### src/core/rxeq_map.vh
`ifndef RXEQ_MAP_VH
`define RXEQ_MAP_VH

////////////////////////////////////////////////////////////////////////////////
// Register offsets
`define RXEQ_OFF_GEN   8'h0A
`define RXEQ_OFF_ACTL  8'h1C
`define RXEQ_OFF_AADJ  8'h1D
`define RXEQ_OFF_LONG  8'h1E
`define RXEQ_OFF_CEQ   8'h20
`define RXEQ_OFF_HEQ   8'h21
`define RXEQ_OFF_ST1   8'h24
`define RXEQ_OFF_ST2   8'h25

////////////////////////////////////////////////////////////////////////////////
// Reset values
`define RXEQ_RST_ACTL  8'h85
`define RXEQ_RST_AADJ  8'h10
`define RXEQ_RST_LONG  8'h77
`define RXEQ_RST_CEQ   8'h00
`define RXEQ_RST_HEQ   8'h00

////////////////////////////////////////////////////////////////////////////////
// Field positions
`define RXEQ_OVR_BIT   4
`define RXEQ_EN_BIT    0
`define RXEQ_MODE_HI   2
`define RXEQ_MODE_LO   1
`define RXEQ_SIGN_BIT  7
`define RXEQ_RSVD_MASK 8'hBF
`define RXEQ_THR_HI    5
`define RXEQ_THR_LO    3
`define RXEQ_OFS_HI    2
`define RXEQ_OFS_LO    0
`define RXEQ_FLAG_BIT  7

////////////////////////////////////////////////////////////////////////////////
// Codes and counts
`define RXEQ_MODE_FAST 2'h0
`define RXEQ_NEG_BIAS  6'h08
`define RXEQ_STEP_MV   9'h028
`define RXEQ_SETTLE    3'h4

`endif

### src/core/rxeq_regs.v
// Function
// - Sign bit and offset field form a two's complement shift, -8 to +7
// - Threshold code sets DAC limit, 40mV steps
// - Offset field shifts full adaptive result
// - Offset applied only in full adaptive modes
// - Long channel value drives connector receiver 2
// - Long channel value drives connector receiver 1
// - Adaptation off: connector fields set receivers
// - Override low: connector fields show straps
// - Override high: written connector values apply
// - Fast short channel uses connector field 2
// - Fast short channel uses connector field 1
// - Host field 2, straps when override low
// - Override high: written host values apply
// - Host field 1 follows same behaviour
// - Mode code zero fast, others full
// - Enable bit switches adaptation on/off
// - Override bit chooses straps or registers
// - Channel flag reports long/short in fast mode, zero otherwise
`timescale 1ns/100ps
`include "rxeq_map.vh"

module rxeq_regs #(
  parameter [6:0] I2C_ADDR = 7'h2C
) (
  input  wire       i_clk,                     // 20 MHz device clock
  input  wire       i_rst_b,                   // Async reset, low active
  input  wire       i_scl,                     // Serial clock pin
  input  wire       i_sda,                     // Serial data pin level
  output wire       o_sda_out,                 // Serial data drive level
  output wire       o_sda_oe,                  // Serial data drive enable
  input  wire [1:0] i_connector_eq_straps,     // Connector strap pins
  input  wire [1:0] i_host_eq_straps,          // Host strap pins
  input  wire [3:0] i_full_adapt_eq_port1,     // Full adaptive result, rx 1
  input  wire [3:0] i_full_adapt_eq_port2,     // Full adaptive result, rx 2
  input  wire       i_long_chan_port1,         // Long channel seen, rx 1
  input  wire       i_long_chan_port2,         // Long channel seen, rx 2
  output reg  [3:0] o_connector_receiver_1_eq, // Applied EQ, connector rx 1
  output reg  [3:0] o_connector_receiver_2_eq, // Applied EQ, connector rx 2
  output reg  [3:0] o_host_receiver_1_eq,      // Applied EQ, host rx 1
  output reg  [3:0] o_host_receiver_2_eq,      // Applied EQ, host rx 2
  output reg        o_adapt_eq_enable,         // Adaptation enabled
  output reg  [1:0] o_adapt_eq_algorithm,      // Adaptation mode
  output reg  [8:0] o_fast_adapt_limit_mv,     // Fast decision limit, mV
  output reg        o_port1_channel_length_flag, // Long channel in use, 1
  output reg        o_port2_channel_length_flag  // Long channel in use, 2
);

  //////////////////////////////////////////////////////////////////////////////
  // Declarations
  reg        rst_s1;
  reg        rst_b;
  reg  [3:0] strap_s1;
  reg  [3:0] strap_s2;
  reg  [3:0] strap_s3;
  reg  [3:0] strap_lvl;
  reg  [2:0] settle_reg;
  reg        cap_done_reg;
  reg  [1:0] cap_conn_reg;
  reg  [1:0] cap_host_reg;
  reg        ovr_reg;
  reg  [7:0] actl_reg;
  reg  [7:0] aadj_reg;
  reg  [7:0] long_reg;
  reg  [7:0] ceq_reg;
  reg  [7:0] heq_reg;
  reg  [7:0] rd_data;
  wire [7:0] rd_addr;
  wire       wr_en;
  wire [7:0] wr_addr;
  wire [7:0] wr_data;

  // Field views of the control registers
  wire       adapt_eq_enable   = actl_reg[`RXEQ_EN_BIT];
  wire [1:0] adapt_eq_algorithm = actl_reg[`RXEQ_MODE_HI:`RXEQ_MODE_LO];
  wire       ofs_sign = aadj_reg[`RXEQ_SIGN_BIT];
  wire [2:0] ofs_val  = aadj_reg[`RXEQ_OFS_HI:`RXEQ_OFS_LO];
  wire [2:0] thr_code = aadj_reg[`RXEQ_THR_HI:`RXEQ_THR_LO];
  wire       fast_on  = adapt_eq_enable && (adapt_eq_algorithm == `RXEQ_MODE_FAST);

  //////////////////////////////////////////////////////////////////////////////
  // Functions

  // Spreads a two-bit strap code evenly over the 16 EQ settings
  function [3:0] rxeq_strap_eq;
    input [1:0] code;
    begin
      rxeq_strap_eq = {code, code};
    end
  endfunction

  // Full adaptive result shifted by the signed offset
  function [3:0] rxeq_offset;
    input [3:0] eq;
    input       sgn;
    input [2:0] n;
    reg   [5:0] ofs;
    reg   [5:0] sum;
    begin
      ofs = 6'h00;
      sum = 6'h00;
      ofs = sgn ? ({3'h0, n} - `RXEQ_NEG_BIAS) : {3'h0, n};
      sum = {2'h0, eq} + ofs;
      if (sum[5]) begin
        rxeq_offset = 4'h0;
      end else if (sum[4]) begin
        rxeq_offset = 4'hF;
      end else begin
        rxeq_offset = sum[3:0];
      end
    end
  endfunction

  // Chooses the EQ a connector receiver runs with
  function [3:0] rxeq_pick;
    input       en;
    input [1:0] mode;
    input       long_det;
    input [3:0] long_eq;
    input [3:0] short_eq;
    input [3:0] full_eq;
    input       sgn;
    input [2:0] n;
    begin
      if (!en) begin
        rxeq_pick = short_eq;
      // Fast mode: long or short value
      end else if (mode == `RXEQ_MODE_FAST) begin
        rxeq_pick = long_det ? long_eq : short_eq;
      end else begin
        rxeq_pick = rxeq_offset(full_eq, sgn, n);
      end
    end
  endfunction

  //////////////////////////////////////////////////////////////////////////////
  // Reset release through two flops
  always @(posedge i_clk or negedge i_rst_b) begin
    if (!i_rst_b) begin
      rst_s1 <= 1'b0;
      rst_b  <= 1'b0;
    end else begin
      rst_s1 <= 1'b1;
      rst_b  <= rst_s1;
    end
  end

  //////////////////////////////////////////////////////////////////////////////
  // Strap synchronisers; a level counts once stages two and three agree
  always @(posedge i_clk or negedge rst_b) begin
    if (!rst_b) begin
      strap_s1  <= 4'h0;
      strap_s2  <= 4'h0;
      strap_s3  <= 4'h0;
      strap_lvl <= 4'h0;
    end else begin
      strap_s1 <= {i_host_eq_straps, i_connector_eq_straps};
      strap_s2 <= strap_s1;
      strap_s3 <= strap_s2;
      if (strap_s2 == strap_s3) begin
        strap_lvl <= strap_s3;
      end
    end
  end

  // One capture after the pipe settles
  // Later strap movement is ignored so a bouncing pin cannot retune a lane
  always @(posedge i_clk or negedge rst_b) begin
    if (!rst_b) begin
      settle_reg   <= 3'h0;
      cap_done_reg <= 1'b0;
      cap_conn_reg <= 2'h0;
      cap_host_reg <= 2'h0;
    end else if (!cap_done_reg) begin
      if (settle_reg == `RXEQ_SETTLE) begin
        cap_done_reg <= 1'b1;
        cap_conn_reg <= strap_lvl[1:0];
        cap_host_reg <= strap_lvl[3:2];
      end else begin
        settle_reg <= settle_reg + 3'h1;
      end
    end
  end

  //////////////////////////////////////////////////////////////////////////////
  // Serial register port
  rxeq_i2c_target #(
    .ADDR      (I2C_ADDR)
  ) u_i2c (
    .i_clk     (i_clk),
    .i_rst_b   (rst_b),
    .i_scl     (i_scl),
    .i_sda     (i_sda),
    .i_rd_data (rd_data),
    .o_rd_addr (rd_addr),
    .o_wr_en   (wr_en),
    .o_wr_addr (wr_addr),
    .o_wr_data (wr_data),
    .o_sda_out (o_sda_out),
    .o_sda_oe  (o_sda_oe)
  );

  //////////////////////////////////////////////////////////////////////////////
  // Plain control registers
  always @(posedge i_clk or negedge rst_b) begin
    if (!rst_b) begin
      ovr_reg  <= 1'b0;
      actl_reg <= `RXEQ_RST_ACTL;
      aadj_reg <= `RXEQ_RST_AADJ;
      long_reg <= `RXEQ_RST_LONG;
    end else if (wr_en) begin
      case (wr_addr)
        `RXEQ_OFF_GEN: begin
          ovr_reg <= wr_data[`RXEQ_OVR_BIT];
        end
        `RXEQ_OFF_ACTL: begin
          actl_reg <= wr_data;
        end
        // Bit 6 is reserved and kept at zero
        `RXEQ_OFF_AADJ: begin
          aadj_reg <= wr_data & `RXEQ_RSVD_MASK;
        end
        `RXEQ_OFF_LONG: begin
          long_reg <= wr_data;
        end
        default: begin
        end
      endcase
    end
  end

  //////////////////////////////////////////////////////////////////////////////
  // EQ select registers: straps while override low, writes while high.
  // Tracking the strap value keeps it in place when override is raised.
  always @(posedge i_clk or negedge rst_b) begin
    if (!rst_b) begin
      ceq_reg <= `RXEQ_RST_CEQ;
      heq_reg <= `RXEQ_RST_HEQ;
    end else if (!ovr_reg) begin
      ceq_reg <= {rxeq_strap_eq(cap_conn_reg), rxeq_strap_eq(cap_conn_reg)};
      heq_reg <= {rxeq_strap_eq(cap_host_reg), rxeq_strap_eq(cap_host_reg)};
    end else if (wr_en) begin
      if (wr_addr == `RXEQ_OFF_CEQ) begin
        ceq_reg <= wr_data;
      end
      if (wr_addr == `RXEQ_OFF_HEQ) begin
        heq_reg <= wr_data;
      end
    end
  end

  //////////////////////////////////////////////////////////////////////////////
  // Read data; unmapped offsets read as zero
  always @* begin
    rd_data = 8'h00;
    case (rd_addr)
      `RXEQ_OFF_GEN:  rd_data = {3'h0, ovr_reg, 4'h0};
      `RXEQ_OFF_ACTL: rd_data = actl_reg;
      `RXEQ_OFF_AADJ: rd_data = aadj_reg;
      `RXEQ_OFF_LONG: rd_data = long_reg;
      `RXEQ_OFF_CEQ:  rd_data = ceq_reg;
      `RXEQ_OFF_HEQ:  rd_data = heq_reg;
      `RXEQ_OFF_ST1:  rd_data = {o_port1_channel_length_flag, 7'h00};
      `RXEQ_OFF_ST2:  rd_data = {o_port2_channel_length_flag, 7'h00};
      default:        rd_data = 8'h00;
    endcase
  end

  //////////////////////////////////////////////////////////////////////////////
  // Applied settings, registered so the analog side sees glitch-free codes
  always @(posedge i_clk or negedge rst_b) begin
    if (!rst_b) begin
      o_connector_receiver_1_eq   <= 4'h0;
      o_connector_receiver_2_eq   <= 4'h0;
      o_host_receiver_1_eq        <= 4'h0;
      o_host_receiver_2_eq        <= 4'h0;
      o_adapt_eq_enable           <= 1'b0;
      o_adapt_eq_algorithm        <= 2'h0;
      o_fast_adapt_limit_mv       <= 9'h000;
      o_port1_channel_length_flag <= 1'b0;
      o_port2_channel_length_flag <= 1'b0;
    end else begin
      o_connector_receiver_2_eq <= rxeq_pick(adapt_eq_enable, adapt_eq_algorithm,
        i_long_chan_port2, long_reg[7:4], ceq_reg[7:4],
        i_full_adapt_eq_port2, ofs_sign, ofs_val);
      o_connector_receiver_1_eq <= rxeq_pick(adapt_eq_enable, adapt_eq_algorithm,
        i_long_chan_port1, long_reg[3:0], ceq_reg[3:0],
        i_full_adapt_eq_port1, ofs_sign, ofs_val);
      o_host_receiver_2_eq <= heq_reg[7:4];
      o_host_receiver_1_eq <= heq_reg[3:0];
      o_adapt_eq_enable    <= adapt_eq_enable;
      o_adapt_eq_algorithm <= adapt_eq_algorithm;
      o_fast_adapt_limit_mv <= {6'h00, thr_code} * `RXEQ_STEP_MV;
      // Flags live only in fast mode
      o_port1_channel_length_flag <= fast_on & i_long_chan_port1;
      o_port2_channel_length_flag <= fast_on & i_long_chan_port2;
    end
  end

endmodule

### src/core/rxeq_i2c_target.v
`timescale 1ns/100ps
module rxeq_i2c_target #(
  parameter [6:0] ADDR = 7'h2C
) (
  input  wire       i_clk,      // Device clock
  input  wire       i_rst_b,    // Synchronised reset, low active
  input  wire       i_scl,      // Serial clock pin
  input  wire       i_sda,      // Serial data pin level
  input  wire [7:0] i_rd_data,  // Data at o_rd_addr
  output wire [7:0] o_rd_addr,  // Register pointer
  output reg        o_wr_en,    // One-cycle write strobe
  output reg  [7:0] o_wr_addr,  // Write address
  output reg  [7:0] o_wr_data,  // Write data
  output reg        o_sda_out,  // Data pin drive level
  output reg        o_sda_oe    // Data pin drive enable
);

  localparam [2:0] S_IDLE = 3'h0;
  localparam [2:0] S_ADDR = 3'h1;
  localparam [2:0] S_PTR  = 3'h2;
  localparam [2:0] S_WDAT = 3'h3;
  localparam [2:0] S_RDAT = 3'h4;
  localparam [2:0] S_ACK  = 3'h5;
  localparam [2:0] S_MACK = 3'h6;

  reg [2:0] scl_s;
  reg [2:0] sda_s;
  reg       scl_q;
  reg       sda_q;
  reg [2:0] st_reg;
  reg [2:0] after_reg;
  reg [3:0] cnt_reg;
  reg [7:0] sh_reg;
  reg [7:0] ptr_reg;
  reg       macked_reg;

  wire scl_ok  = (scl_s[1] == scl_s[2]);
  wire sda_ok  = (sda_s[1] == sda_s[2]);
  wire scl_new = scl_ok ? scl_s[2] : scl_q;
  wire sda_new = sda_ok ? sda_s[2] : sda_q;
  wire rise    = scl_new & ~scl_q;
  wire fall    = ~scl_new & scl_q;
  wire start   = scl_q & scl_new & sda_q & ~sda_new;
  wire stop    = scl_q & scl_new & ~sda_q & sda_new;

  assign o_rd_addr = ptr_reg;

  ////////////////////////////////////////////////////////////////////////////
  // Pin synchronisers; a level counts once stages two and three agree
  always @(posedge i_clk or negedge i_rst_b) begin
    if (!i_rst_b) begin
      scl_s <= 3'h7;
      sda_s <= 3'h7;
      scl_q <= 1'b1;
      sda_q <= 1'b1;
    end else begin
      scl_s <= {scl_s[1:0], i_scl};
      sda_s <= {sda_s[1:0], i_sda};
      scl_q <= scl_new;
      sda_q <= sda_new;
    end
  end

  ////////////////////////////////////////////////////////////////////////////
  // Byte engine; sample on rising clock, drive on falling clock
  always @(posedge i_clk or negedge i_rst_b) begin
    if (!i_rst_b) begin
      st_reg     <= S_IDLE;
      after_reg  <= S_IDLE;
      cnt_reg    <= 4'h0;
      sh_reg     <= 8'h00;
      ptr_reg    <= 8'h00;
      macked_reg <= 1'b0;
      o_wr_en    <= 1'b0;
      o_wr_addr  <= 8'h00;
      o_wr_data  <= 8'h00;
      o_sda_out  <= 1'b0;
      o_sda_oe   <= 1'b0;
    end else begin
      o_wr_en   <= 1'b0;
      o_sda_out <= 1'b0;
      if (stop) begin
        st_reg   <= S_IDLE;
        o_sda_oe <= 1'b0;
      end else if (start) begin
        st_reg   <= S_ADDR;
        cnt_reg  <= 4'h0;
        o_sda_oe <= 1'b0;
      end else if (rise) begin
        if (st_reg == S_ADDR || st_reg == S_PTR || st_reg == S_WDAT) begin
          sh_reg  <= {sh_reg[6:0], sda_new};
          cnt_reg <= cnt_reg + 4'h1;
        end else if (st_reg == S_MACK) begin
          macked_reg <= ~sda_new;
        end
      end else if (fall) begin
        case (st_reg)
          S_ADDR, S_PTR, S_WDAT: begin
            if (cnt_reg == 4'h8) begin
              cnt_reg  <= 4'h0;
              st_reg   <= S_ACK;
              o_sda_oe <= 1'b1;
              if (st_reg == S_ADDR) begin
                if (sh_reg[7:1] != ADDR) begin
                  st_reg   <= S_IDLE;
                  o_sda_oe <= 1'b0;
                end
                after_reg <= sh_reg[0] ? S_RDAT : S_PTR;
              end else if (st_reg == S_PTR) begin
                ptr_reg   <= sh_reg;
                after_reg <= S_WDAT;
              end else begin
                o_wr_en   <= 1'b1;
                o_wr_addr <= ptr_reg;
                o_wr_data <= sh_reg;
                ptr_reg   <= ptr_reg + 8'h01;
                after_reg <= S_WDAT;
              end
            end
          end
          S_ACK, S_MACK: begin
            if (after_reg == S_RDAT && (st_reg == S_ACK || macked_reg)) begin
              sh_reg   <= i_rd_data;
              o_sda_oe <= ~i_rd_data[7];
              cnt_reg  <= 4'h1;
              st_reg   <= S_RDAT;
            end else begin
              o_sda_oe <= 1'b0;
              st_reg   <= (st_reg == S_ACK) ? after_reg : S_IDLE;
            end
          end
          S_RDAT: begin
            if (cnt_reg == 4'h8) begin
              o_sda_oe   <= 1'b0;
              macked_reg <= 1'b0;
              ptr_reg    <= ptr_reg + 8'h01;
              st_reg     <= S_MACK;
            end else begin
              o_sda_oe <= ~sh_reg[6];
              sh_reg   <= {sh_reg[6:0], 1'b0};
              cnt_reg  <= cnt_reg + 4'h1;
            end
          end
          default: begin
            st_reg <= S_IDLE;
          end
        endcase
      end
    end
  end

endmodule

### config.mk
export PLATFORM = sky130hd
export DESIGN_NAME = rxeq_regs
export DESIGN_NICKNAME = d
export VERILOG_FILES = /design/src/core/rxeq_regs.v /design/src/core/rxeq_i2c_target.v
export VERILOG_INCLUDE_DIRS = /design/src /design/src/core
export SDC_FILE = /design/constraint.sdc
export NUM_CORES = 1
export LEC_CHECK = 0
export BUFFER_PORTS_ARGS = -buffer_cell sky130_fd_sc_hd__clkbuf_2
export CORE_MARGIN = 10
export CORE_UTILIZATION = 55
export CTS_CLUSTER_DIAMETER = 60
export DETAILED_ROUTE_END_ITERATION = 16
export PLACE_DENSITY = 0.72
export SLEW_MARGIN = 20
export SYNTH_ARGS = -nofsm -noshare
export SYNTH_HDL_FRONTEND = slang
export SYNTH_HIERARCHICAL = 1
export SYNTH_SLANG_ARGS = --single-unit
export TNS_END_PERCENT = 10
### constraint.sdc
create_clock -name i_clk -period 5.3 [get_ports i_clk]
set_clock_uncertainty 0.1 [all_clocks]
set_input_delay 1.06 -clock i_clk [delete_from_list [all_inputs] [get_ports i_clk]]
set_output_delay 1.06 -clock i_clk [all_outputs]
set_load 0.005 [all_outputs]
# Yosys cells after proc, flatten, opt, wreduce, memory -nomap -nowiden
# Index checks and enable logic that the tools add are counted.
[word_totals]
reg_bits = 146
latch_bits = 0
mem_bits_rw = 0
romBits = 0
in_bits = 18
output_inout_bits = 32
elab_cells = 224
mem_count = 0
[classes]
add_sub_neg = 6
n_mul = 1
div_mod_pow = 0
order_cmp = 0
eq_ne = 45
n_shift = 0
muxes = 78
bitwise_logic = 22
n_reduce_logical = 33
[op_table]
columns = ["op", "count"]
rows = [
  ["2-to-1 mux 8 bit", 15],
  ["2-to-1 mux 4 bit", 17],
  ["case mux 8 bit (8 select lines)", 1],
  ["equality test 8 x 5 -> 1 bit (second input constant)", 6],
  ["equality test 8 x 6 -> 1 bit (second input constant)", 6],
  ["2-to-1 mux 3 bit", 12],
  ["case mux 8 bit (2 select lines)", 2],
  ["2-to-1 mux 1 bit", 27],
  ["AND reduction 7 bit", 3],
  ["equality test 8 x 4 -> 1 bit (second input constant)", 2],
  ["inequality test 4 x 1 -> 1 bit (second input constant)", 4],
  ["AND reduction 2 bit", 8],
  ["AND reduction 8 bit", 2],
  ["equality test 3 bit (second input constant)", 5],
  ["NOT 1 bit", 13],
  ["adder 4 x 6 -> 6 bit", 2],
  ["case mux 4 bit (3 select lines)", 1],
  ["inequality test 2 x 1 -> 1 bit (second input constant)", 5],
  ["nonzero test 5 bit", 2],
  ["AND 1 bit", 9],
  ["case mux 3 bit (3 select lines)", 1],
  ["nonzero test 3 bit", 3],
  ["adder 8 x 1 -> 8 bit (second input constant)", 1],
  ["inequality test 2 bit (second input constant)", 4],
  ["24 further kinds", 34],
]

# Logic depth before layout (Yosys ltp)
# Gate-level depths: netlist of run 1.
[logic_depth]
depth_word = 9
mapped_depth = 10
ltp_nobuf = 8

# Hierarchy
# The synthesis of run 1 kept the hierarchy.
[by_module_without_submodules]
columns = ["mod", "instances", "cells_per_inst", "area_each_um2"]
rows = [
  ["rxeq_regs", 1, 374, 4334.2],
  ["rxeq_i2c_target", 1, 264, 2912.8],
]

# Worst setup path before layout of run 1
# Ideal clock, no wire load.
[synth_timing]
path_kind = "input to register"
start = "input port i_full_adapt_eq_port2[0]"
end = "register o_connector_receiver_2_eq[2]"
setup_time_ps = 82
arrival_time_ps = 2414
required_time_ps = 5118
path_slack_ps = 2704
cell_stages = 8
path_buffers = 0
cell_sequence = "ha_1 inv_1 fa_1 nand2b_1 a21oi_1 xor2_1 o21ai_0 a31oi_1"
[synth_via]
elab_chain_len = 5
[synth_lines]
columns = ["item", "line", "text"]
rows = [
  ["start: declaration", "rxeq_regs.v:35", "input wire [3:0] i_full_adapt_eq_port2,"],
  ["adder 4 x 6 -> 6 bit (*)", "rxeq_regs.v:103", "sum = {2'h0, eq} + ofs;"],
  ["2-to-1 mux 4 bit", "rxeq_regs.v:106", "end else if (sum[4]) begin"],
  ["2-to-1 mux 4 bit (*)", "rxeq_regs.v:104", "if (sum[5]) begin"],
  ["2-to-1 mux 4 bit (*)", "rxeq_regs.v:128", "end else if (mode == `RXEQ_MODE_FAST) begin"],
  ["2-to-1 mux 4 bit (*)", "rxeq_regs.v:125", "if (!en) begin"],
  ["end signal: assignment", "rxeq_regs.v:283", "o_connector_receiver_2_eq <= rxeq_pick(adapt_eq_enable, adapt_eq_algorithm,"],
  ["end: declaration", "rxeq_regs.v:39", "output reg [3:0] o_connector_receiver_2_eq,"],
]
# Every way passes the cells marked *; elsewhere a longest branch is shown, timed or not.
# A chain may end at the register's enable or synchronous reset.

# Worst setup path after layout of run 1
[layout_timing]
start = "register u_i2c.ptr_reg[1], in the netlist u_i2c/o_rd_addr[1]"
end = "register u_i2c.sh_reg[4]"
[layout_via]
elab_chain_len = 6
elab_cells_between_ends = 13
classes_between = "eq/ne: 8; mux: 5"
[layout_lines]
columns = ["item", "line", "text"]
rows = [
  ["start: declaration", "rxeq_i2c_target.v:34", "reg [7:0] ptr_reg;"],
  ["start signal: assignment", "rxeq_i2c_target.v:110", "ptr_reg <= sh_reg;"],
  ["start signal: assignment", "rxeq_i2c_target.v:116", "ptr_reg <= ptr_reg + 8'h01;"],
  ["start signal: assignment", "rxeq_i2c_target.v:136", "ptr_reg <= ptr_reg + 8'h01;"],
  ["equality test 8 x 6 -> 1 bit, or another cell as far along", "rxeq_regs.v:256", "case (rd_addr)"],
  ["case mux 8 bit (8 select lines) (*)", "rxeq_regs.v:256", ""],
  ["named net rd_data[4]", "rxeq_regs.v:67", "reg [7:0] rd_data;"],
  ["2-to-1 mux 8 bit (*)", "rxeq_i2c_target.v:122", "if (after_reg == S_RDAT && (st_reg == S_ACK || macked_reg)) begin"],
  ["case mux 8 bit (2 select lines) (*)", "rxeq_i2c_target.v:97", "case (st_reg)"],
  ["2-to-1 mux 8 bit (*)", "rxeq_i2c_target.v:96", "end else if (fall) begin"],
  ["2-to-1 mux 8 bit (*)", "rxeq_i2c_target.v:89", "end else if (rise) begin"],
  ["end signal: assignment", "rxeq_i2c_target.v:91", "sh_reg <= {sh_reg[6:0], sda_new};"],
  ["end signal: assignment", "rxeq_i2c_target.v:123", "sh_reg <= i_rd_data;"],
  ["end signal: assignment", "rxeq_i2c_target.v:140", "sh_reg <= {sh_reg[6:0], 1'b0};"],
  ["end: declaration", "rxeq_i2c_target.v:33", "reg [7:0] sh_reg;"],
]
# The timed path passes the listed nets; every way through them passes the cells marked *. The select of a mux whose other input is x is not followed.

==> results_dict.tcl, run 1 <==
set metrics [dict create \
    grt.total_usage_pct 18.9 \
    r2r_start "u_i2c/o_rd_addr[1]" \
    min_period_ns 2.57 \
    final_antenna_net_count 0 \
    criticalPathCategory "flip-flop to flip-flop" \
    antenna_found_initial 0 \
    die_height_um 135 \
    finalWorstSetupSlack_ns 2.73 \
    grt_setup_unrepaired "no" \
    max-cap-violations 0 \
    yosysWarningCount 6 \
    synthMuxAreaShare_pct 14.4 \
    path_common_cell "mux2_2" \
    slew_viol_final 0 \
    cts_resized 0 \
    grt_max_degree 56 \
    power.total_w 0.00250 \
    start_util_pct 56.7 \
    yosysSeqAreaShare_pct 50.7 \
    synth_top_area_share_pct 44.2 \
    power_leakage_nw 3.71 \
    async_flop_share_pct 100 \
    holdCritPathClass "flip-flop to flip-flop" \
    post_cts_buffers 0 \
    ctsLongestPathBuffers 2 \
    die_area_mm2 0.0182 \
    path_clk_slew_ns 0.06 \
    fp-row-count 41 \
    tns_ns 0 \
    finalHoldViolations 0 \
    layout-drive-gt1-share_pct 26.3 \
    crit_required_ns 5.51 \
    synthSimpleGateAreaFrac_pct 11.3 \
    start_kind "flip-flop" \
    synth_cell_types 75 \
    synth_area_leaders "dfrtp_1 (44%), mux2_2 (9.0%), dfstp_2 (6.5%)" \
    cts_root_buffer "clkbuf_16" \
    clk_latency_ns 0.43 \
    first_iter_violations 411 \
    critical-path-slowest-cell "dfrtp_1" \
    status "complete, no violations" \
    regToRegSetupSlack_ns 2.73 \
    core_area_mm2 0.0128 \
    hold_start "strap_s1[0]" \
    grt_pass1_wl_mm 27.5 \
    dp.cells 833 \
    vias 5166 \
    area_growth_pct 12.1 \
    hold_buffers 0 \
    setup_violations 0 \
    r2r-end "u_i2c/sh_reg[4]" \
    wl_per_cell_um 19.2 \
    synth_xor_area_share_pct 1.45 \
    worst_slew_pin_slew_ns 0.997 \
    synth_top_area_cell "dfrtp_1" \
    firstDrtPassIters 6 \
    post-place-ws_ns 2.41 \
    path_cells "nor4b_1 -> nand2_1 -> or2_0 -> o22ai_1 -> o21bai_1 -> mux2_2 -> mux2_2" \
    fmax_mhz 390 \
    drcViolationCount 0 \
    viasPerCell 5.97 \
    cts.sinks 146 \
    synth_compound_area_share_pct 14.0 \
    ioPinCount 50 \
    cts_tree "built" \
    synth-seq-cells 146 \
    hpwl_mm 11.7 \
    yosys_most_used_dff "dfrtp_1" \
    yosys.area_share.adder_pct 4.32 \
    routed_wl_mm 16.6 \
    synthesis.area_mm2 0.00725 \
    peakVddDrop_mv 0.223 \
    end_kind "flip-flop" \
    cts_buffers 17 \
    fin_crit_sh_pct 48.4 \
    holdPathEnd "strap_s2[0]" \
    htreeDepth 4 \
    powerDensity_mw_per_mm2 308 \
    holdPathStages 0 \
    path_max_fanout 16 \
    finalCoreUtilization_pct 63.6 \
    netlist_instances 638 \
    synth-edff-count 0 \
    overflow 0 \
    diodes 0 \
    fin_nets 721 \
    synth_top_family_by_area "multiplexers" \
    ff2ff_path_depth 7 \
    relSlewSlack_pct 33.2 \
    slowest_delay_ns 0.75 \
    avgSynthCellArea_um2 11.4 \
    gp_congestion 0.862 \
    grt_pass1_vias 5355 \
    stdcell_count 865 \
    crit_arrival_ns 2.78 \
    port_buffers 45 \
    fp.dieW_um 135 \
]
## cells in the mapped netlist (4+ instances only)
cell type and number:
a21oi_1 46, a311oi_1 4, a31oi_1 15, buf_2 9, buf_4 4, clkbuf_1 10
dfrtp_1 128, dfstp_2 18, ha_1 21, inv_1 25, mux2_2 58, mux2_4 9
mux2i_1 23, nand2_1 38, nand2b_1 4, nand3_1 12, nor2_1 47, nor2b_1 11
nor3_1 4, o21a_1 4, o21ai_0 35, o22a_1 9, o22ai_1 9, o31ai_1 7
xnor2_1 10
## area by class of cell
type                    instances  area (um^2)
fillers                      1004         4650
inverters                      26         97.6
repair buffers                 48          248
well taps                     172          215
multi-input cells             441         3310
flip-flops and latches        146         3680
clock inverters                 8         78.8
clock buffers                  24          492
## worst max-delay path by stage
stage	from	end	slack (ns)	cells after the start
finish	u_i2c/o_rd_addr[1]	u_i2c/sh_reg[4]	2.73	7
global route	u_i2c/st_reg[2]	u_i2c/o_rd_addr[3]	2.55	4
CTS	u_i2c/scl_q	u_i2c/cnt_reg[3]	2.73	8
detailed placement	i_full_adapt_eq_port1[0]	o_connector_receiver_1_eq[2]	2.41	9
global placement	i_full_adapt_eq_port1[0]	o_connector_receiver_1_eq[2]	2.55	9
floorplan	rst_b	aadj_reg[0]	0.86	0
## logic make-up after synthesis
logic type	count (synthesis)
AO/OA/AOI/OAI	156
XOR/XNOR	12
adder cells (fa/ha/maj)	24
buffers and inverters	53
flip-flops	146
multiplexers	91
other	3
AND/OR/NAND/NOR	153
## through the flow
step | cell area [um^2] | hold WS (ns)
final | 8120 | 0.245
after floorplan | 7250 | 0.231
after detailed placement | 7550 | 0.236
after global routing | 8120 | 0.258
after CTS | 8120 | 0.245
after global placement | 7550 | 0.234
## critical path, delay by kind of cell, from the launching register on
kind,cells,cell delay [ns]
multiplexers,2,0.52
AO/OA/AOI/OAI,2,0.35
AND/OR/NAND/NOR,3,0.74
flip-flops,1,0.75
## placed cells by master, fill, tap and decap left out, types with 15 or more instances in the layout
master and instances:
nand2_1 38, nor2_1 47, mux2_2 58, o21ai_0 35, dfstp_2 18, a31oi_1 15, mux2i_1 23, ha_1 21
clkbuf_16 17, dfrtp_1 127, clkbuf_2 45, inv_1 25, a21oi_1 46
## power breakdown
| part | switching (W) | total [W] | internal (W) |
|---|---|---|---|
| Sequential | 0.0000428 | 0.00121 | 0.00117 |
| Clock | 0.000451 | 0.00114 | 0.000693 |
| Combinational | 0.0000825 | 0.000148 | 0.0000651 |
| Total | 0.000576 | 0.00250 | 0.00193 |
## metal layers
metal	global-route usage (%)	vias to the layer above	part of all wire (%)
met5	0	-	0
met4	7.62	0	1.9
met3	4.49	27	6.1
met2	31.4	161	49
met1	23.2	2595	43
li1	-	2383	-
Note: power is estimated with default switching activity, not from simulation.
==> run 2, diff against run 1 <==
Settings changed: ABC_AREA set to 1, PLACE_DENSITY 0.72 to 0.71.
Clock period 5.3 ns to 2.6 ns, I/O delays scaled along.
==> run 2 against run 1 <==
Clock-buffer cell count down 7; setup slack got worse by 2.5 ns; clock power is 130% higher; total power up 130%; critical endpoint is now u_i2c/cnt_reg[0]; via count rose by 21%.
==> results_dict.tcl, run 2 <==
set metrics [dict create \
    cts_root_buffer "clkbuf_16" \
    area_growth_pct 13.3 \
    grt_setup_unrepaired "no" \
    r2r-end "u_i2c/cnt_reg[0]" \
    firstDrtPassIters 5 \
    fin_nets 1020 \
    crit_required_ns 2.87 \
    grt_pass1_vias 5938 \
    status "complete, no violations" \
    power_leakage_nw 4.35 \
    die_area_mm2 0.0190 \
    criticalPathCategory "flip-flop to flip-flop" \
    slew_viol_final 0 \
    ctsLongestPathBuffers 2 \
    gp_congestion 0.943 \
    start_kind "flip-flop" \
    synth-edff-count 0 \
    synthesis.area_mm2 0.00761 \
    cp_top_family "simple AND/OR/NAND/NOR gates" \
    drcViolationCount 0 \
    holdWs_ns 0.0707 \
    powerDensity_mw_per_mm2 667 \
    layout-drive-gt1-share_pct 17.4 \
    finalHoldViolations 0 \
    cts_tree "built" \
    synth_common_cells "nand2_1 (285), dfrtp_1 (128), inv_1 (90)" \
    overflow 0 \
    critPathBufInv 1 \
    mostFrequentLayoutCells "nand2_1 (285), dfrtp_1 (127), inv_1 (90)" \
    post-place-ws_ns 0.296 \
    yosys_most_used_dff "dfrtp_1" \
    start_util_pct 56.8 \
    synth_top_area_share_pct 42.1 \
    hpwl_mm 12.8 \
    synth.most_common_cell "nand2_1" \
    yosysWarningCount 6 \
    diodes 0 \
    wl_per_cell_um 15.2 \
    critical-path-slowest-cell "dfstp_2" \
    path_cells "a21oi_1 -> nor2_1 -> ha_1 -> inv_1 -> nand2_2 -> nand2_1 -> o21ai_0 -> nand3_1 -> nand2_1" \
    path_max_fanout 14 \
    holdCritPathClass "input pin to flip-flop" \
    max-cap-violations 0 \
    r2r_start "u_i2c/scl_q" \
    yosysSeqAreaShare_pct 48.3 \
    netlist_instances 928 \
    crit_arrival_ns 2.62 \
    end_kind "flip-flop" \
    placed_area_mm2 0.00798 \
    synth_area_leaders "dfrtp_1 (42%), nand2_1 (14%), dfstp_2 (6.2%)" \
    die_height_um 138 \
    avgSynthCellArea_um2 8.21 \
    regToRegSetupSlack_ns 0.25 \
    synth_cell_types 43 \
    final_cell_area_mm2 0.00863 \
    ioPinCount 50 \
    synth-seq-cells 146 \
    multiInputGateArea_mm2 0.00342 \
    viasPerCell 5.35 \
    cp.depth 9 \
    worst_slew_pin_slew_ns 0.557 \
    first_iter_violations 492 \
    crit_start "u_i2c/scl_q" \
    fp-row-count 42 \
    fillerInstances 1143 \
    setup_violations 0 \
    fp.dieW_um 138 \
    core_area_mm2 0.0134 \
    path_common_cell "nand2_1" \
    relSlewSlack_pct 62.8 \
    fmax_mhz 426 \
    finalWorstSetupSlack_ns 0.253 \
    port_buffers 45 \
    clk_latency_ns 0.43 \
    path_clk_slew_ns 0.07 \
    final_antenna_net_count 0 \
    routed_wl_mm 17.8 \
    vias 6243 \
    min_period_ns 2.35 \
    cts.sinks 146 \
    layout_commonest_cell "nand2_1" \
    grt_pass1_wl_mm 29.7 \
    async_flop_share_pct 100 \
    cp-endpoint "u_i2c/cnt_reg[0]" \
    fin_crit_sh_pct 90.3 \
    slowest_delay_ns 0.57 \
    seqCellArea_mm2 0.00368 \
    peakVddDrop_mv 0.441 \
    synth_top_area_cell "dfrtp_1" \
    cts_buffers 17 \
    tns_ns 0 \
    grt_max_degree 62 \
    grt.total_usage_pct 19.7 \
    htreeDepth 4 \
    ff2ff_path_depth 9 \
    antenna_found_initial 0 \
]
-- run 2: changes by cell type in the layout (fill, tap and decap cells not counted), sizes merged, moves of 14 or more --
cell and change:
nor2 +30, mux2 -67, o21ai +43, a31oi -15, mux2i -23, nand2 +261, nand3 +76, inv +74
nand4 +14
-- run 2: cell families (layout without fill, tap and decap cells) --
group	count (synthesis)	count (layout)	share of synthesized area [%]
buffers and inverters	119	181	6.87
adder cells (fa/ha/maj)	23	23	3.98
AO/OA/AOI/OAI	120	120	9.12
XOR/XNOR	12	12	1.38
flip-flops	146	146	48.3
other	3	5	0.148
AND/OR/NAND/NOR	505	505	30.2
-- run 2: area by class of cell --
type / instances / area share, %
clock buffer: 17 / 4.93
timing repair buffer: 50 / 3.37
inverter: 99 / 4.41
multi-input combinational: 665 / 39.7
clock inverter: 15 / 2.39
sequential: 146 / 42.7
tap: 176 / 2.55
-- run 2: stage by stage --
stage	util [%]	total power [W]	instances
2_1_floorplan	-	0.00297	930
3_3_place_gp	59.6	0.00316	1135
3_5_place_dp	59.6	0.00317	1135
4_1_cts	64.4	0.00578	1168
5_1_grt	64.4	0.00600	1168
6_report	64.4	0.00575	1168
-- run 2: metal layers --
layer	vias to the layer above	global-route usage [%]	share of wire [%]
met5	-	0	0
met4	0	7.67	2.3
met3	43	5.10	6.1
met2	195	30.7	47
met1	2935	25.8	44
li1	3070	-	-
-- run 2: worst min-delay path by stage --
stage	startpoint	end	slack, ns	cells after the start
4_1_cts	i_sda	u_i2c/sda_s[0]	0.06	1
6_report	i_scl	u_i2c/scl_s[0]	0.07	1
2_1_floorplan	i_rst_b	rst_b	0.12	0
3_3_place_gp	i_rst_b	rst_s1	0.21	1
5_1_grt	i_sda	u_i2c/sda_s[0]	0.06	1
3_5_place_dp	i_rst_b	rst_b	0.21	1
-- run 2: timing repair --
action | CTS | global route
buffers inserted | 0 | 0
resized for setup | 0 | 0
hold endpoints to repair | 2 | 0
hold buffers | 1 | 0
-- run 2: where the power goes --
part / switching (W) / total (W) / internal, W / leakage (nW)
sequential: 0.000143 / 0.00259 / 0.00245 / 1.88
combinational: 0.000346 / 0.000547 / 0.000201 / 2.17
clock: 0.00100 / 0.00262 / 0.00161 / 0.292
total: 0.00149 / 0.00575 / 0.00426 / 4.35
==> run 3, diff against run 2 <==
Settings changed: ABC_AREA 1 to 0, PLACE_DENSITY 0.71 to 0.72.
==> run 3 against run 2 <==
Sequential cell count unchanged; maximum frequency decreased by 4.6%; via count decreased by 15%; clock-buffer cell count increased by 2; clock power decreased by 5%; total power decreased by 8.0%; utilization increased by 1.3 points; critical path depth decreased by 1; final cell count decreased by 24%; sequential power decreased by 5%; setup slack got worse by 0.11 ns; global-route usage decreased by 0.078 points; largest power group unchanged.
==> results_dict.tcl, run 3 (synthesis results as in run 1) <==
set metrics [dict create \
    tns_ns 0 \
    fmax_mhz 407 \
    vias 5309 \
    firstDrtPassIters 5 \
    grt_pass1_vias 5655 \
    cts_tree "built" \
    hpwl_mm 12.4 \
    cts_root_buffer "clkbuf_16" \
    final_antenna_net_count 0 \
    critPathBufInv 0 \
    stdcell_count 887 \
    path_clk_slew_ns 0.06 \
    peakVddDrop_mv 0.429 \
    status "complete, no violations" \
    die_area_mm2 0.0182 \
    drcViolationCount 0 \
    grt.total_usage_pct 19.7 \
    ctsLongestPathBuffers 2 \
    area_growth_pct 15.7 \
    dp.cells 855 \
    grt_pass1_wl_mm 28.6 \
    setup_violations 0 \
    end_kind "flip-flop" \
    fp-row-count 41 \
    post-place-ws_ns 0.101 \
    wl_per_cell_um 19.3 \
    finalHoldViolations 0 \
    slew_viol_final 0 \
    finalWorstSetupSlack_ns 0.141 \
    fillerInstances 958 \
    overflow 0 \
    mostFrequentLayoutCells "dfrtp_1 (127), mux2_2 (58), nor2_1 (47)" \
    max-cap-violations 0 \
    antenna_found_initial 0 \
    port_buffers 45 \
    fin_nets 744 \
    relSlewSlack_pct 54.9 \
    crit_arrival_ns 2.66 \
    worst_slew_pin_slew_ns 0.677 \
    fp.dieW_um 135 \
    grt_setup_unrepaired "no" \
    clk_latency_ns 0.43 \
    critical-path-slowest-cell "dfstp_2" \
    layout-drive-gt1-share_pct 29.2 \
    cts.sinks 146 \
    first_iter_violations 390 \
    core_area_mm2 0.0128 \
    start_util_pct 56.7 \
    powerDensity_mw_per_mm2 631 \
    ioPinCount 50 \
    holdCritPathClass "input pin to flip-flop" \
    cp_top_family "compound AO/OA/AOI/OAI gates" \
    htreeDepth 4 \
    cts_buffers 17 \
    die_height_um 135 \
    grt_max_degree 55 \
    routed_wl_mm 17.2 \
    crit_required_ns 2.80 \
    slowest_delay_ns 0.59 \
    path_max_fanout 6 \
    gp_congestion 0.930 \
    criticalPathCategory "flip-flop to flip-flop" \
    min_period_ns 2.46 \
    layout_commonest_cell "dfrtp_1" \
    diodes 0 \
    power_leakage_nw 3.86 \
    viasPerCell 5.99 \
    path_cells "a21o_1 -> o21a_2 -> ha_4 -> and4bb_2 -> a21oi_1 -> o21a_1 -> or2_4 -> o41ai_1" \
    fin_crit_sh_pct 94.6 \
    post_cts_buffers 0 \
    start_kind "flip-flop" \
]
==> run 3: changes by cell type in the layout (fill, tap and decap cells not counted), moves of 10 or more <==
cell,delta
nor2b_1,+11
nand3_1,-73
nor2_1,-15
a31oi_1,+15
mux2_2,+58
o21ai_2,-21
nand2_1,-247
nand2_2,-10
inv_1,-65
nand4_1,-12
o21ai_1,-14
mux2i_1,+23
buf_4,+21
==> run 3: path summary, 6_finish.rpt <==
| path | from | depth (start not counted) | slack [ns] | end |
|---|---|---|---|---|
| worst min-delay path | i_sda | 1 | 0.07 | u_i2c/sda_s[0] |
| worst max-delay path | u_i2c/scl_q | 8 | 0.14 | u_i2c/cnt_reg[3] |
| worst min register to register | rst_b | 0 | 0.23 | u_i2c/o_rd_addr[3] |
| min in group asynchronous | rst_b | 0 | 0.23 | u_i2c/o_rd_addr[3] |
| worst max register to register | u_i2c/scl_q | 8 | 0.14 | u_i2c/cnt_reg[3] |
| max in group asynchronous | rst_b | 1 | 1.37 | actl_reg[7] |
==> run 3: where the power goes <==
part | switching, W | internal [W]
logic | 0.000180 | 0.000149
clock network | 0.000942 | 0.00156
registers | 0.0000877 | 0.00238
total | 0.00121 | 0.00408
==> run 3: layer usage <==
layer	part of all wire, %	track usage (%)
met5	0	0
met4	2.0	7.86
met3	5.7	5.38
met2	49	31.8
met1	43	24.3
==> run 3: worst reg2reg max path, cell delays in order (launching register included) <==
cell,delay (ns)
dfstp_2,0.59
a21o_1,0.14
o21a_2,0.21
ha_4,0.18
and4bb_2,0.31
a21oi_1,0.06
o21a_1,0.15
or2_4,0.26
o41ai_1,0.35
==> run 3: cell type report <==
type | instances | area, um^2 | share of cell area, %
clock buffer | 19 | 453 | 5.40
sequential | 146 | 3680 | 43.9
clock inverter | 12 | 155 | 1.85
multi-input combinational | 441 | 3340 | 39.8
timing repair buffer | 71 | 448 | 5.34
tap | 172 | 215 | 2.57
inverter | 26 | 97.6 | 1.16
==> run 3: timing repair <==
| item | CTS | global route |
|---|---|---|
| hold buffers | 1 | 0 |
| endpoints found under the hold margin | 2 | 0 |
| resized for setup | 0 | 5 |
| endpoints found under the setup margin | 0 | 2 |
==> run 3: stage by stage <==
step | hold slack, ns | utilization [%] | area, um^2 | total power (W)
final | 0.0711 | 65.6 | 8390 | 0.00529
after detailed placement | 0.208 | 60.6 | 7740 | 0.00282
after floorplan | 0.124 | - | 7260 | 0.00269
after global placement | 0.207 | 60.6 | 7740 | 0.00280
after global routing | 0.0640 | 65.6 | 8390 | 0.00550
after CTS | 0.0581 | 65.4 | 8360 | 0.00532
